`src/sdpd_pkg.sv`:
```
/*
 * constants for the command decoder and power-down control of a DDR2-style dram.
 * assumes a single 100 MHz clock; pins are sampled on the rising edge.
 */
package sdpd_pkg;
  localparam int NUM_BANKS = 8;
  localparam int BANK_W = 3;
  localparam int LAT_W = 4;
  // exit latencies in clocks, plain defaults
  localparam logic [LAT_W-1:0] IDLE_EXIT_LAT = 4'h2;
  localparam logic [LAT_W-1:0] FAST_EXIT_LAT = 4'h2;
  localparam logic [LAT_W-1:0] SLOW_EXIT_LAT = 4'h7;
  localparam logic [LAT_W-1:0] LAT_ZERO = 4'h0;
  localparam logic [LAT_W-1:0] LAT_ONE = 4'h1;
  localparam logic [NUM_BANKS-1:0] BANKS_IDLE = 8'h00;

  typedef enum logic [3:0] {
    SDPD_CMD_NOP, SDPD_CMD_DESEL, SDPD_CMD_MRS, SDPD_CMD_REF, SDPD_CMD_SREF,
    SDPD_CMD_PRE, SDPD_CMD_PREA, SDPD_CMD_ACT, SDPD_CMD_WR, SDPD_CMD_WRA,
    SDPD_CMD_RD, SDPD_CMD_RDA, SDPD_CMD_PDE, SDPD_CMD_PDX, SDPD_CMD_NONE
  } sdpd_cmd_t;

  typedef enum logic [1:0] {
    SDPD_PD_NONE, SDPD_PD_PRECHARGE, SDPD_PD_ACTIVE_FAST, SDPD_PD_ACTIVE_SLOW
  } sdpd_pd_t;
endpackage : sdpd_pkg

```
`src/sdpd_core.sv`:
```
/*
 * command decoder with clock-enable power-down entry and exit control.
 * assumes the controller obeys cke hold times and entry restrictions.
 */
`timescale 1ns/1ps
`default_nettype none
module sdpd_core (
  // clock and reset
  input wire logic clk,
  input wire logic resetn,
  // command pins
  input wire logic cke,
  input wire logic cs_n,
  input wire logic ras_n,
  input wire logic cas_n,
  input wire logic we_n,
  input wire logic [sdpd_pkg::BANK_W-1:0] bank_addr,
  input wire logic auto_precharge_bit,
  // mode register field
  input wire logic pd_exit_select,
  // decoded command and state
  output logic [3:0] cmd_code,
  output logic cmd_valid,
  output logic [sdpd_pkg::NUM_BANKS-1:0] bank_open,
  output logic [1:0] pd_mode,
  output logic in_self_refresh,
  output logic buffers_enabled,
  output logic dll_enabled,
  output logic exit_busy
);
  logic cke_q;
  logic [sdpd_pkg::NUM_BANKS-1:0] open_q, open_d;
  sdpd_pkg::sdpd_pd_t pd_q, pd_d;
  logic sref_q, sref_d;
  logic [sdpd_pkg::LAT_W-1:0] exit_q, exit_d;
  sdpd_pkg::sdpd_cmd_t cmd_w;

  // decode from pin states at this edge and previous cke
  wire is_desel = cs_n;
  wire is_nop = !cs_n && ras_n && cas_n && we_n;
  wire idle_cmd = is_desel || is_nop;
  wire any_open = open_q != sdpd_pkg::BANKS_IDLE;
  wire pd_now = (pd_q != sdpd_pkg::SDPD_PD_NONE) || sref_q;

  always_comb begin
    cmd_w = sdpd_pkg::SDPD_CMD_NONE;
    if (!cke_q) begin
      if (cke && idle_cmd) cmd_w = sdpd_pkg::SDPD_CMD_PDX;
    end else if (!cke) begin
      if (idle_cmd) cmd_w = sdpd_pkg::SDPD_CMD_PDE;
      else if (!cs_n && !ras_n && !cas_n && we_n) cmd_w = sdpd_pkg::SDPD_CMD_SREF;
    end else if (is_desel) cmd_w = sdpd_pkg::SDPD_CMD_DESEL;
    else begin
      unique case ({ras_n, cas_n, we_n})
        3'h7: cmd_w = sdpd_pkg::SDPD_CMD_NOP;
        3'h0: cmd_w = sdpd_pkg::SDPD_CMD_MRS;
        3'h1: cmd_w = sdpd_pkg::SDPD_CMD_REF;
        3'h2: cmd_w = auto_precharge_bit ? sdpd_pkg::SDPD_CMD_PREA
                                         : sdpd_pkg::SDPD_CMD_PRE;
        3'h3: cmd_w = sdpd_pkg::SDPD_CMD_ACT;
        3'h4: cmd_w = auto_precharge_bit ? sdpd_pkg::SDPD_CMD_WRA
                                         : sdpd_pkg::SDPD_CMD_WR;
        3'h5: cmd_w = auto_precharge_bit ? sdpd_pkg::SDPD_CMD_RDA
                                         : sdpd_pkg::SDPD_CMD_RD;
        default: cmd_w = sdpd_pkg::SDPD_CMD_NONE;
      endcase
    end
  end

  // per-bank open tracking; autoprecharge closes the bank
  generate
    for (genvar b = 0; b < sdpd_pkg::NUM_BANKS; b++) begin : g_bank
      wire hit = bank_addr == sdpd_pkg::BANK_W'(b);
      always_comb begin
        open_d[b] = open_q[b];
        if (cmd_w == sdpd_pkg::SDPD_CMD_ACT && hit) open_d[b] = 1'b1;
        else if (cmd_w == sdpd_pkg::SDPD_CMD_PREA) open_d[b] = 1'b0;
        else if (hit && (cmd_w == sdpd_pkg::SDPD_CMD_PRE || cmd_w == sdpd_pkg::SDPD_CMD_WRA ||
                 cmd_w == sdpd_pkg::SDPD_CMD_RDA)) open_d[b] = 1'b0;
      end
    end
  endgenerate

  // power-down kind and exit latency
  always_comb begin
    pd_d = pd_q;
    sref_d = sref_q;
    exit_d = (exit_q != sdpd_pkg::LAT_ZERO) ? exit_q - sdpd_pkg::LAT_ONE : exit_q;
    if (cmd_w == sdpd_pkg::SDPD_CMD_SREF) sref_d = 1'b1;
    else if (cmd_w == sdpd_pkg::SDPD_CMD_PDE) begin
      if (!any_open) pd_d = sdpd_pkg::SDPD_PD_PRECHARGE;
      else if (pd_exit_select) pd_d = sdpd_pkg::SDPD_PD_ACTIVE_SLOW;
      else pd_d = sdpd_pkg::SDPD_PD_ACTIVE_FAST;
    end else if (cmd_w == sdpd_pkg::SDPD_CMD_PDX) begin
      pd_d = sdpd_pkg::SDPD_PD_NONE;
      sref_d = 1'b0;
      unique case (pd_q)
        sdpd_pkg::SDPD_PD_ACTIVE_FAST: exit_d = sdpd_pkg::FAST_EXIT_LAT;
        sdpd_pkg::SDPD_PD_ACTIVE_SLOW: exit_d = sdpd_pkg::SLOW_EXIT_LAT;
        default: exit_d = sdpd_pkg::IDLE_EXIT_LAT;
      endcase
    end
  end

  always_ff @(posedge clk) begin
    if (!resetn) begin
      cke_q <= 1'b0;
      open_q <= sdpd_pkg::BANKS_IDLE;
      pd_q <= sdpd_pkg::SDPD_PD_NONE;
      sref_q <= 1'b0;
      exit_q <= sdpd_pkg::LAT_ZERO;
    end else begin
      cke_q <= cke;
      open_q <= open_d;
      pd_q <= pd_d;
      sref_q <= sref_d;
      exit_q <= exit_d;
    end
  end

  // outputs, registered; buffers off in power-down, dll kept only in fast exit
  always_ff @(posedge clk) begin
    if (!resetn) begin
      cmd_code <= sdpd_pkg::SDPD_CMD_NONE;
      cmd_valid <= 1'b0;
      bank_open <= sdpd_pkg::BANKS_IDLE;
      pd_mode <= sdpd_pkg::SDPD_PD_NONE;
      in_self_refresh <= 1'b0;
      buffers_enabled <= 1'b1;
      dll_enabled <= 1'b1;
      exit_busy <= 1'b0;
    end else begin
      cmd_code <= cmd_w;
      cmd_valid <= cmd_w != sdpd_pkg::SDPD_CMD_NONE;
      bank_open <= open_d;
      pd_mode <= pd_d;
      in_self_refresh <= sref_d;
      buffers_enabled <= (pd_d == sdpd_pkg::SDPD_PD_NONE) && !sref_d;
      dll_enabled <= (pd_d == sdpd_pkg::SDPD_PD_NONE || pd_d == sdpd_pkg::SDPD_PD_ACTIVE_FAST)
                     && !sref_d;
      exit_busy <= exit_d != sdpd_pkg::LAT_ZERO;
    end
  end
endmodule : sdpd_core
`default_nettype wire

```
`config.mk`:
```
export PLATFORM = sky130hd
export DESIGN_NAME = sdpd_core
export DESIGN_NICKNAME = d
export VERILOG_FILES = /design/src/sdpd_pkg.sv /design/src/sdpd_core.sv
export SDC_FILE = /design/constraint.sdc
export NUM_CORES = 1
export LEC_CHECK = 0
export BUFFER_PORTS_ARGS = -buffer_cell sky130_fd_sc_hd__buf_2
export CAP_MARGIN = 30
export CELL_PAD_IN_SITES_DETAIL_PLACEMENT = 1
export CELL_PAD_IN_SITES_GLOBAL_PLACEMENT = 1
export CORE_ASPECT_RATIO = 0.75
export CORE_MARGIN = 1.5
export CORE_UTILIZATION = 43
export CTS_BUF_LIST = sky130_fd_sc_hd__clkbuf_8
export DETAILED_ROUTE_END_ITERATION = 8
export GPL_TIMING_DRIVEN = 1
export PLACE_DENSITY_LB_ADDON = 0.05
export SLEW_MARGIN = 20
export SYNTH_ARGS = -nofsm -noshare
export SYNTH_HDL_FRONTEND = slang
export SYNTH_SLANG_ARGS = --single-unit
```
`constraint.sdc`:
```
create_clock -name clk -period 4.2 [get_ports clk]
set_clock_uncertainty 0.2 [all_clocks]
set_input_delay 1.05 -clock clk [delete_from_list [all_inputs] [get_ports clk]]
set_output_delay 1.05 -clock clk [all_outputs]
set_load 0.1 [all_outputs]
```
# Word-level counts from Yosys, hierarchy flattened
# Cells that the tools add are included.
# totals
register_bits,24
inputBits,12
out_inout_bits,19
wordCells,136
# classes
addsub,1
n_eq_ne,24
muxes,47
n_reduce_logical,47
# op_table
cell,count
$mux W4,9
$mux W1,30
$pmux W4 S7,1
$logic_and A1 B1 Y1,25
$reduce_bool A3 Y1,8
$eq A3 B3 Y1 const B,7
$eq A4 B3 Y1 const B,4
$eq A4 B4 Y1 const B,4
$eq A3 B2 Y1 const B,4
$mux W2,6
$reduce_bool A4 Y1,2
$reduce_bool A8 Y1,1
$eq A3 B1 Y1 const B,2
$logic_not A3 Y1,2
$eq A2 B2 Y1 const B,2
$logic_not A1 Y1,4
$logic_or A1 B1 Y1,4
$ne A4 B4 Y1 const B,1
$sub A4 B1 Y4 const B,1
$mux W3,1
$logic_not A2 Y1,1

# Longest topological paths before layout
# Gate-level depths: netlist of run 1.
# depth
word_depth,15
mapped_depth,7

# Worst setup path after synthesis of run 1
# No wires, ideal clock.
# synth_timing
path_kind,input port to flip-flop
start,in cs_n
end,reg bank_open[2] (netlist name)
arrival_time_ns,2.375
setup_slack_ns,1.533
path_stages,5
cell_sequence,clkbuf_1 -> nor3b_1 -> o21ai_1 -> or4_4 -> o32ai_1
# synth_via
elab_chain_cells,13
# synth_lines
element,line,rtl
start: declaration,sdpd_core.sv:13,"input wire logic cs_n,"
$logic_not A1 Y1,"sdpd_core.sv:40, sdpd_core.sv:51",
"$logic_and A1 B1 Y1, on equally long branches (3 in a row)","sdpd_core.sv:51, sdpd_core.sv:40",
$mux W4 or $logic_or A1 B1 Y1 (tied branches),"sdpd_core.sv:51, sdpd_core.sv:41",
$mux W4 or $logic_and A1 B1 Y1 (tied branches),"sdpd_core.sv:50, sdpd_core.sv:48",
$mux W4 or $mux W2 (tied branches),"sdpd_core.sv:49, sdpd_core.sv:48",
$mux W4 (*),sdpd_core.sv:47,if (!cke_q) begin
$eq A4 B3 Y1 or $eq A4 B4 Y1 (tied branches),sdpd_core.sv:78,else if (hit && (cmd_w == sdpd_pkg::SDPD_CMD_PRE || cmd_w == sdpd_pkg::SDPD_CMD_WRA ||
$logic_or A1 B1 Y1 (2 in a row),sdpd_core.sv:78,
$logic_and A1 B1 Y1,sdpd_core.sv:78,
$reduce_bool A3 Y1 (no source line),n/a,
end signal: assignment,sdpd_core.sv:126,bank_open <= sdpd_pkg::BANKS_IDLE;
end signal: assignment,sdpd_core.sv:135,bank_open <= open_d;
end: declaration,sdpd_core.sv:24,"output logic [sdpd_pkg::NUM_BANKS-1:0] bank_open,"
# Every way passes the cells marked *; elsewhere a longest branch is shown, timed or not.
# A chain may end at the register's enable or synchronous reset.

# Worst setup path in the final report of run 1
# layout_timing
start,in we_n
end,reg bank_open[0] (netlist name)
# layout_via
elab_chain_cells,10
# layout_lines
element,line,rtl
start: declaration,sdpd_core.sv:16,"input wire logic we_n,"
$eq A3 B3 Y1 (tied with other cells),sdpd_core.sv:54,"unique case ({ras_n, cas_n, we_n})"
$pmux W4 S7 (tied with other cells),sdpd_core.sv:54,
$mux W4 (tied with other cells),sdpd_core.sv:52,end else if (is_desel) cmd_w = sdpd_pkg::SDPD_CMD_DESEL;
$mux W4 or $mux W2 (tied branches),"sdpd_core.sv:49, sdpd_core.sv:48",
$mux W4 (*),sdpd_core.sv:47,
$eq A4 B3 Y1 or $eq A4 B4 Y1 (tied branches),sdpd_core.sv:78,
$logic_or A1 B1 Y1 (2 in a row),sdpd_core.sv:78,
$logic_and A1 B1 Y1,sdpd_core.sv:78,
$reduce_bool A3 Y1 (no source line),n/a,
# Marked as above.

==> results.txt, run 1 <==
worst r2r dst - bank_open[0]
Clock power frac - 22.8%
pwr/cell area - 448.6 nW/µm²
vias per cell - 5.828
Post-DP Area - 1449 µm²
gr ovfl total - 0
flops & latches, synth - 24
global-route wire length before repair - 5.540 mm
die height - 50.46 µm
Root Buffer - clkbuf_8
routability cong. - 0.8057
Detailed Place HPWL - 2.455 mm
initial antenna violation count - 0
Sink Count - 24
HP Start - bank_open[3]
NumNets Final - 193
Antenna Violating Nets Remaining - 0
Top FF cell, synth - dfxtp_1
Max-cap violations - 0
Mapped Nets - 165
Antenna diodes - 0
Setup Fix Bufs, Post-CTS - 0
most frequent cell after synthesis - dfxtp_1
Std-Cell Rows - 16
area grow syn2layout - 16.47%
gr usage total - 21.63%
worst r2r src - cke_q
Comb pwr share - 37.3%
worst hold path endpoint - bank_open[3]
CP Launch Type - primary input
Resized cells post-CTS - 0
first drt pass iteration count - 4
Slew Limit Fails - 0
Synth Warn # - 0
Seq/Total Area, Yosys - 37.21%
CP required - 4.17 ns
Total Wirelength - 3.227 mm
clock buffer depth - 2
Setup CP Type - in -> reg
Slew HR - 50.20%
clock-pin slew on the worst setup and hold paths - 0.08 ns
cell area after synthesis - 1291 µm²
Synth cell types - 51
CTS tree - yes
Leak - 0.0006078 µW
Power Total - 674.6 µW
Net Sw Frac - 37.30%
R2R depth - 5
full die area - 3344 µm²
Hold Vio Cnt, Final - 0
Port Buffers - 30
crit path DAT - 2.73 ns
Slew @ Worst Pin - 0.7470 ns
Worst-Skew Late Latency - 0.26 ns
share of the synthesized area in the top cell type - 37.21%
hold path depth - 2
area leader, netlist - dfxtp_1
status - finished, final reports clean
worst-path maximum fanout - 14
HP Class - reg -> reg
main area contributors after synthesis - dfxtp_1 37%, nor2_1 4.1%, o22ai_1 3.4%, nand2_1 2.9%, nand2b_1 2.9%
1st-iter DRT viols - 95
FMAX - 0.3623 GHz
Commonest cells post-synth - 24 x dfxtp_1, 14 x nor2_1, 10 x nand2_1
core area - 2723 µm²
synthesized instance count - 152
fin crit period - 2.760 ns
H-tree Lvls - 1
vias in the first global route - 1201
Switch Pwr - 251.6 µW
pin count of the biggest net entering global routing - 17
R2R setup slack - 1.89 ns
syn_area_per_cell - 8.495 µm²
Die X - 66.28 µm
maximum vdd ir drop - 176.7 µV
Setup TNS - 0 ns
endpoints failing setup - 0
Pint - 423.0 µW
Top Ports - 31
period utilisation layout - 65.73%
# DRC - 0
FFs w/ async S/R, synth - 0%
EDFF count, synth - 0
Initial Util - 47.43%
Critical Path End Type - flop
routed length per instance - 15.01 µm
ratio of cells with drive above 1 in the final layout - 25.14%
RSZ-0062 raised after global routing - no
Seq pwr share - 39.9%
via count - 1253
post-route cell area - 1504 µm²
worst hold slack - 0.3008 ns
total CTS buffers - 3
hold buffers post-CTS - 0
-- registers in the layout (all words and copies together) (netlist names) --
signal and cells:
bank_open 8, buffers_enabled 1, cke_q 1, cmd_code 4, cmd_valid 1, dll_enabled 1
exit_busy 1, exit_q 4, in_self_refresh 1, pd_mode 2
-- area by class of cell --
type                    count  area [µm²]
well taps                  36       45.04
repair buffers             30       150.1
multi-input cells         114       747.0
fillers                   359        1219
inverters                   7       26.28
clock buffers               4       55.05
flip-flops and latches     24       480.5
-- worst max-delay path by stage --
stage / startpoint / endpoint / slack (ns) / cells past startpoint
floorplan: cs_n / bank_open[2] / 1.53 / 5
global placement: ras_n / bank_open[2] / 1.26 / 6
detailed placement: we_n / bank_open[0] / 1.16 / 6
CTS: we_n / bank_open[0] / 1.45 / 6
global route: we_n / bank_open[0] / 1.25 / 6
finish: we_n / bank_open[0] / 1.44 / 6
-- critical path, cell delays in order --
cell      delay (ns)
buf_2           0.18
nor4b_2         0.20
a311oi_2        0.37
nand2_2         0.14
or4_4           0.57
o32ai_1         0.24
-- power groups by stage --
| stage | logic [µW] | clock network (µW) | registers, µW |
|---|---|---|---|
| after global routing | 282 | 171 | 273 |
| after CTS | 253 | 159 | 269 |
| after floorplan | 151 | 0 | 325 |
| after global placement | 241 | 0 | 273 |
| final | 252 | 154 | 269 |
| after detailed placement | 252 | 0 | 275 |
-- per-stage QoR --
| step | utilization [%] | cells | setup slack, ns |
|---|---|---|---|
| floorplan | - | 152 | 1.533 |
| global placement | 53.22 | 211 | 1.256 |
| detailed placement | 53.22 | 211 | 1.160 |
| CTS | 55.24 | 215 | 1.445 |
| global route | 55.24 | 215 | 1.255 |
| finish | 55.24 | 215 | 1.440 |
-- cell usage in the layout (no fill, tap or decap), types with 4 or more instances in the layout --
cell type	count
buf_2	30
dfxtp_1	24
nor2_1	14
nand2_1	10
a21oi_1	7
o22ai_1	7
inv_1	6
nand2b_1	6
nand3_1	5
o31ai_1	5
o21ai_0	4
nor3_1	4
clkbuf_8	4
-- logic make-up (layout without fill, tap and decap cells) --
kind of cell    Yosys count  in the layout  share of synthesized area, %
compound gates           47             47                         26.74
simple gates             64             64                         28.68
flops                    24             24                         37.21
fa+ha+maj                 1              1                        0.9688
mux                       1              1                        0.7752
buf+inv                  14             41                         4.941
xor+xnor                  1              1                        0.6784
-- layer usage --
metal / part of all wire [%] / global-route usage (%) / vias to the layer above
met2: 45 / 34.00 / 37
li1: - / - / 628
met3: 5.1 / 5.157 / 2
met4: 0.40 / 3.741 / 0
met5: 0 / 0 / -
met1: 49 / 30.51 / 586
Note: power is estimated with default switching activity, not from simulation.
==> inputs of run 2 (changes only) <==
- ABC_AREA: not set -> 1
- CORE_UTILIZATION: 43 -> 34
- clock period: 4.2 -> 2.38 ns (I/O delays scaled with it)
==> run 2 against run 1 <==
Effect of this change: sequential power grew 76%; sequential share of layout area decreased by 0.88 points; non-clock buffer count is 1 higher.
==> results.txt, run 2 <==
flops & latches, synth - 24 (unchanged)
status - finished, final reports clean (unchanged)
Synth Warn # - 0 (unchanged)
Sink Count - 24 (unchanged)
initial antenna violation count - 0 (unchanged)
area leader, netlist - dfxtp_1 (unchanged)
Leak - 0.0007997 µW (was 0.0006078 µW)
utilization after layout - 42.52% (was 55.24%)
HP Class - reg -> reg (unchanged)
Initial Util - 35.09% (was 47.43%)
Setup CP Type - in -> reg (unchanged)
pwr/cell area - 746.9 nW/µm² (was 448.6 nW/µm²)
Top Ports - 31 (unchanged)
fin crit period - 1.977 ns
hold path depth - 2 (unchanged)
R2R depth - 9 (was 5)
worst hold slack - 0.3226 ns (was 0.3008 ns)
FMAX - 0.5059 GHz
Comb pwr share - 35.5% (was 37.3%)
Seq/Total Area, Yosys - 37.65% (was 37.21%)
Max-cap violations - 0 (unchanged)
Slew Limit Fails - 0 (unchanged)
Std-Cell Rows - 19 (was 16)
fill count - 506 (was 359)
most frequent cell after synthesis - nand2_1 (was dfxtp_1)
R2R setup slack - 0.57 ns (was 1.89 ns)
pin count of the biggest net entering global routing - 16 (was 17)
syn_area_per_cell - 6.446 µm² (was 8.495 µm²)
clock buffer depth - 2 (unchanged)
cell area after synthesis - 1276 µm² (was 1291 µm²)
CP required - 2.38 ns (was 4.17 ns)
routed length per instance - 12.00 µm (was 15.01 µm)
worst-path maximum fanout - 8 (was 14)
1st-iter DRT viols - 19 (was 95)
endpoints failing setup - 0 (unchanged)
share of the synthesized area in the top cell type - 37.65% (was 37.21%)
Slew HR - 66.11% (was 50.20%)
Mapped Nets - 211 (was 165)
Critical Path End Type - flop (unchanged)
Slew @ Worst Pin - 0.5077 ns (was 0.7470 ns)
Pint - 703.9 µW (was 423.0 µW)
Port Buffers - 30 (unchanged)
most frequent cells in the layout - 60 x nand2_1, 30 x buf_2, 29 x inv_1, 24 x dfxtp_1, 19 x nand3_1 (was 30 x buf_2, 24 x dfxtp_1, 14 x nor2_1, 10 x nand2_1)
max reg flops - 8 (unchanged)
simple-gate share of the synthesized area - 40.98% (was 28.68%)
die height - 56.06 µm (was 50.46 µm)
Resized cells post-CTS - 0 (unchanged)
total CTS buffers - 3 (unchanged)
ratio of cells with drive above 1 in the final layout - 22.51% (was 25.14%)
worst r2r src - cke_q (unchanged)
area share of xor/xnor cells in the synthesized design - 0.6863% (was 0.6783%)
gr usage total - 17.90% (was 21.63%)
full die area - 4134 µm² (was 3344 µm²)
Switch Pwr - 451.1 µW (was 251.6 µW)
Antenna diodes - 0 (unchanged)
vias per cell - 4.700 (was 5.828)
gr ovfl total - 0 (unchanged)
Seq pwr share - 40.9% (was 39.9%)
area grow syn2layout - 21.18% (was 16.47%)
Synth cell types - 21 (was 51)
# DRC - 0 (unchanged)
global-route wire length before repair - 5.747 mm (was 5.540 mm)
largest family of logic cells by synthesized area - simple AND/OR/NAND/NOR gates (unchanged)
Synth Area in Compound Gates - 8.529% (was 26.74%)
Power Total - 1155 µW (was 674.6 µW)
vias in the first global route - 1306 (was 1201)
adder-cell area share of the yosys netlist - 0.9804% (was 0.9690%)
worst r2r dst - bank_open[1] (was bank_open[0])
Net Sw Frac - 39.06% (was 37.30%)
Total Wirelength - 3.397 mm (was 3.227 mm)
H-tree Lvls - 1 (unchanged)
Largest regs - bank_open: 8 flops, cmd_code: 4 flops, exit_q: 4 flops (unchanged)
multiplexer share of the synthesized area - 0% (was 0.7752%)
Hold Vio Cnt, Final - 0 (unchanged)
CTS tree - yes (unchanged)
Top reg by flops - bank_open (unchanged)
leading cell type in the layout, fill and taps excluded - nand2_1 (was buf_2)
Root Buffer - clkbuf_8 (unchanged)
period utilisation layout - 83.06%
core area - 3637 µm² (was 2723 µm²)
hold buffers post-CTS - 0 (unchanged)
FFs w/ async S/R, synth - 0% (unchanged)
Worst-Skew Late Latency - 0.26 ns (about the same)
pre-CTS setup slack - 0.1088 ns (was 1.160 ns)
clock-pin slew on the worst setup and hold paths - 0.08 ns (about the same)
EDFF count, synth - 0 (unchanged)
Detailed Place HPWL - 2.746 mm (was 2.455 mm)
post-route setup slack - 0.4032 ns (was 1.440 ns)
Clock power frac - 23.6% (was 22.8%)
synthesized instance count - 198 (was 152)
Top FF cell, synth - dfxtp_1 (unchanged)
HP Start - pd_mode[1] (was bank_open[3])
routability cong. - 0.8354 (was 0.8057)
via count - 1330 (was 1253)
NumNets Final - 245 (was 193)
maximum vdd ir drop - 359.1 µV (was 176.7 µV)
Antenna Violating Nets Remaining - 0 (unchanged)
RSZ-0062 raised after global routing - no (unchanged)
CP Launch Type - primary input (unchanged)
worst hold path endpoint - pd_mode[1] (was bank_open[3])
Commonest cells post-synth - 60 x nand2_1, 29 x inv_1, 24 x dfxtp_1 (was 24 x dfxtp_1, 14 x nor2_1, 10 x nand2_1)
Setup Fix Bufs, Post-CTS - 0 (unchanged)
Die X - 73.75 µm (was 66.28 µm)
Setup TNS - 0 ns (unchanged)
main area contributors after synthesis - dfxtp_1 38%, nand2_1 18%, inv_1 8.5%, nand3_1 7.5%, a21oi_1 5.1% (was dfxtp_1 37%, nor2_1 4.1%, o22ai_1 3.4%, nand2_1 2.9%, nand2b_1 2.9%)
crit path DAT - 1.97 ns (was 2.73 ns)
first drt pass iteration count - 4 (unchanged)
==> run 2: cell count changes in the layout (fill, tap and decap cells not counted), sizes merged, moves of 3 or more <==
cell    change
a21oi       +7
and2        -3
inv        +30
nand2      +51
nand2b      -6
nand3      +18
nor2b       -3
nor3        +6
nor3b       -3
o22ai       -7
o31ai       -6
o32ai       -3
==> run 2: critical path: stages <==
cell and delay [ns]:
buf_2 0.14, inv_1 0.08, a21oi_1 0.19, a21oi_2 0.13
nor2_4 0.16, nor3b_4 0.40, nand2_1 0.11, a21oi_1 0.16
==> run 2: power groups by stage <==
| stage | logic (µW) | clock network (µW) | registers, µW |
|---|---|---|---|
| 6_report | 410 | 273 | 473 |
| 5_1_grt | 466 | 301 | 479 |
| 4_1_cts | 414 | 286 | 473 |
| 3_5_place_dp | 412 | 0 | 483 |
| 3_3_place_gp | 396 | 0 | 481 |
| 2_1_floorplan | 216 | 0 | 586 |
==> run 2: kinds of logic after synthesis <==
kind of cell,count (synthesis)
AND/OR/NAND/NOR,113
buffers and inverters,38
flip-flops,24
AO/OA/AOI/OAI,21
XOR/XNOR,1
adder cells (fa/ha/maj),1
==> run 2: how the worst max path moves through the flow <==
| stage | endpoint | startpoint | slack (ns) |
|---|---|---|---|
| 2_1_floorplan | bank_open[0] | cs_n | 0.50 |
| 3_3_place_gp | bank_open[6] | cas_n | 0.18 |
| 3_5_place_dp | bank_open[1] | ras_n | 0.11 |
| 4_1_cts | bank_open[1] | ras_n | 0.40 |
| 5_1_grt | bank_open[1] | ras_n | 0.21 |
| 6_report | bank_open[5] | cas_n | 0.40 |
==> run 2: metal layers <==
layer  share of wire [%]  vias to the layer above  global-route usage (%)
met5                   0                        -                       0
li1                    -                      691                       -
met4                0.12                        0                   2.381
met1                  51                      615                   24.89
met3                 3.4                        2                   4.348
met2                  45                       22                   28.70
==> run 2: stage by stage <==
stage / instance area, µm² / cells
2_1_floorplan: 1276 / 198
3_3_place_gp: 1491 / 279
3_5_place_dp: 1491 / 279
4_1_cts: 1546 / 283
5_1_grt: 1546 / 283
6_report: 1546 / 283
==> run 2: area by class of cell <==
class	instances	area, µm²	area share, %
clock buffers	4	55.05	3.560
inverters	36	135.1	8.738
multi-input cells	136	653.1	42.23
flip-flops and latches	24	480.5	31.07
well taps	52	65.06	4.207
repair buffers	31	157.7	10.19
==> inputs of run 3 (changes only) <==
- clock period: 2.38 -> 1.7 ns (I/O delays scaled with it)
==> run 3 against run 2 <==
Effect of this change: the flow now finishes with violations (negative setup slack); combinational power up 78%; count of clock-buffer cells in the layout down 1; die area unchanged; wire length up 33%; register-to-register slack worse by 0.52 ns; global-route usage up 2.7 points; cell count up 6.7%; worst hold slack worse by 0.10 ns; first-iteration DRC count up 89%; largest power group is now combinational cells; largest cell class unchanged; clock power up 90%; worst setup slack worse by 0.42 ns; non-clock buffer count up 19.
==> results.txt, run 3 (synthesis results as in run 2) <==
post-route setup slack - -0.02135 ns (was 0.4032 ns)
routability cong. - 0.8774 (was 0.8354)
CP required - 1.64 ns (was 2.38 ns)
leading cell type in the layout, fill and taps excluded - nand2_1 (unchanged)
Total Wirelength - 4.513 mm (was 3.397 mm)
Slew HR - 61.90% (was 66.11%)
R2R depth - 10 (was 9)
HP Class - in -> reg (was reg -> reg)
Top reg by flops - bank_open (unchanged)
Setup TNS - -0.02135 ns (was 0 ns)
Leak - 0.0009620 µW (was 0.0007997 µW)
CP Launch Type - primary input (unchanged)
NumNets Final - 264 (was 245)
die height - 56.06 µm (unchanged)
gr ovfl total - 0 (unchanged)
max reg flops - 8 (unchanged)
Critical Path End Type - flop (unchanged)
endpoints failing setup - 1 (was 0)
Port Buffers - 30 (unchanged)
clock-pin slew on the worst setup and hold paths - 0.09 ns (was 0.08 ns)
Worst path top cell family by delay - simple AND/OR/NAND/NOR gates (unchanged)
area grow syn2layout - 64.80% (was 21.18%)
FMAX - 0.5809 GHz
ratio of cells with drive above 1 in the final layout - 48.00% (was 22.51%)
Die X - 73.75 µm (unchanged)
Worst-Skew Late Latency - 0.27 ns (was 0.26 ns)
CTS tree - yes (unchanged)
crit path cell chain - buf_8, inv_2, nor2_4, nand2_2, nand2_2, nand3_4, nor2_4, nand3_1, nand2_2, nand3_1, nand2_1, a21oi_2 (was buf_2, inv_1, a21oi_1, a21oi_2, nor2_4, nor3b_4, nand2_1, a21oi_1)
total CTS buffers - 3 (unchanged)
fin crit period - 1.721 ns
worst hold slack - 0.2177 ns (was 0.3226 ns)
core area - 3637 µm² (unchanged)
Initial Util - 35.09% (unchanged)
Std-Cell Rows - 19 (unchanged)
CP bufs+invs - 2 (unchanged)
utilization after layout - 57.83% (was 42.52%)
failing checks - negative setup slack
Top Layer Used - met4 (unchanged)
Worst path depth - 12 (was 8)
# DRC - 0 (unchanged)
1st-iter DRT viols - 36 (was 19)
critical path's largest stage delay - 0.17 ns (was 0.40 ns)
pwr/cell area - 915.4 nW/µm² (was 746.9 nW/µm²)
initial antenna violation count - 0 (unchanged)
routed length per instance - 14.94 µm (was 12.00 µm)
vias per cell - 4.891 (was 4.700)
full die area - 4134 µm² (unchanged)
Detail Route met2 WL - 2.286 mm (was 1.533 mm)
Antenna Violating Nets Remaining - 0 (unchanged)
period utilisation layout - 101.3%
pre-CTS setup slack - -0.3981 ns (was 0.1088 ns)
RSZ-0062 raised after global routing - yes (was no)
status - finished, violations left (was finished, final reports clean)
via count - 1477 (was 1330)
pin count of the biggest net entering global routing - 16 (unchanged)
gr usage total - 20.56% (was 17.90%)
Setup CP Type - in -> reg (unchanged)
global-route wire length before repair - 6.651 mm (was 5.747 mm)
Sink Count - 24 (unchanged)
Power Total - 1925 µW (was 1155 µW)
H-tree Lvls - 1 (unchanged)
Largest regs - bank_open: 8 flops, cmd_code: 4 flops, exit_q: 4 flops (unchanged)
most frequent cells in the layout - 49 x nand2_1, 23 x inv_1, 17 x buf_4, 15 x buf_2 (was 60 x nand2_1, 30 x buf_2, 29 x inv_1, 24 x dfxtp_1, 19 x nand3_1)
Root Buffer - clkbuf_8 (unchanged)
Hold Vio Cnt, Final - 0 (unchanged)
Slew Limit Fails - 0 (unchanged)
met3 wire len - 170 µm (was 116 µm)
hold path depth - 3 (was 2)
crit path DAT - 1.66 ns (was 1.97 ns)
Antenna diodes - 0 (unchanged)
slowest CP cell - nand2_2 (was nor3b_4)
Top Ports - 31 (unchanged)
vias in the first global route - 1454 (was 1306)
maximum vdd ir drop - 602.5 µV (was 359.1 µV)
clock buffer depth - 2 (unchanged)
DRT met1 WL - 1.970 mm (was 1.742 mm)
most used cell, CP - nand2_2 (was a21oi_1)
Max-cap violations - 0 (unchanged)
first drt pass iteration count - 5 (was 4)
Slew @ Worst Pin - 0.5709 ns (was 0.5077 ns)
worst-path maximum fanout - 8 (unchanged)
Detailed Place HPWL - 2.928 mm (was 2.746 mm)
run 3: changes by cell type in the layout (fill, tap and decap cells not counted), sizes merged:
| cell | change |
|---|---|
| buf | +17 |
| bufinv | +1 |
| clkbuf | +1 |
run 3: cell type report:
class / instances / area, µm²
fillers: 472 / 1534
repair buffers: 50 / 493.0
clock inverters: 1 / 30.03
clock buffers: 3 / 41.29
multi-input cells: 136 / 835.8
well taps: 52 / 65.06
flip-flops and latches: 24 / 498.0
inverters: 36 / 140.1
run 3: where the power goes:
part	switching (µW)	total (µW)	leakage [µW]	internal [µW]
registers	46.5	676	0.000202	629
clock network	203	518	0.0000357	315
logic	495	731	0.000725	236
run 3: metrics by stage:
stage	cell area, µm²	std cells
CTS	1898	300
global route	2103	302
floorplan	1290	198
finish	2103	302
detailed placement	1753	292
global placement	1753	292
run 3: path summary, 6_finish.rpt:
| kind | from | to | slack (ns) |
|---|---|---|---|
| min reg2reg | pd_mode[0] | exit_q[0] | 0.35 |
| min | cke | cke_q | 0.22 |
| max | we_n | bank_open[6] | -0.02 |
| max reg2reg | cke_q | in_self_refresh | 0.05 |
run 3: routing by layer:
| metal | GRT usage [%] | vias up |
|---|---|---|
| li1 | - | 728 |
| met1 | 26.56 | 700 |
| met2 | 35.01 | 39 |
| met3 | 5.072 | 10 |
| met4 | 3.175 | 0 |
| met5 | 0 | - |
run 3: tightest hold or removal path: cells and delay by family:
kind	cells	cell delay, ns
buffers and inverters	2	0.16
AND/OR/NAND/NOR	1	0.07
run 3: timing repair:
action | 4_1_cts | 5_1_grt
buffers inserted | 4 | 2
pin swaps | 3 | 18
hold endpoints to repair | 0 | 0
gates resized for setup | 12 | 59
hold buffers | 0 | 0
setup endpoints to repair | 11 | 16
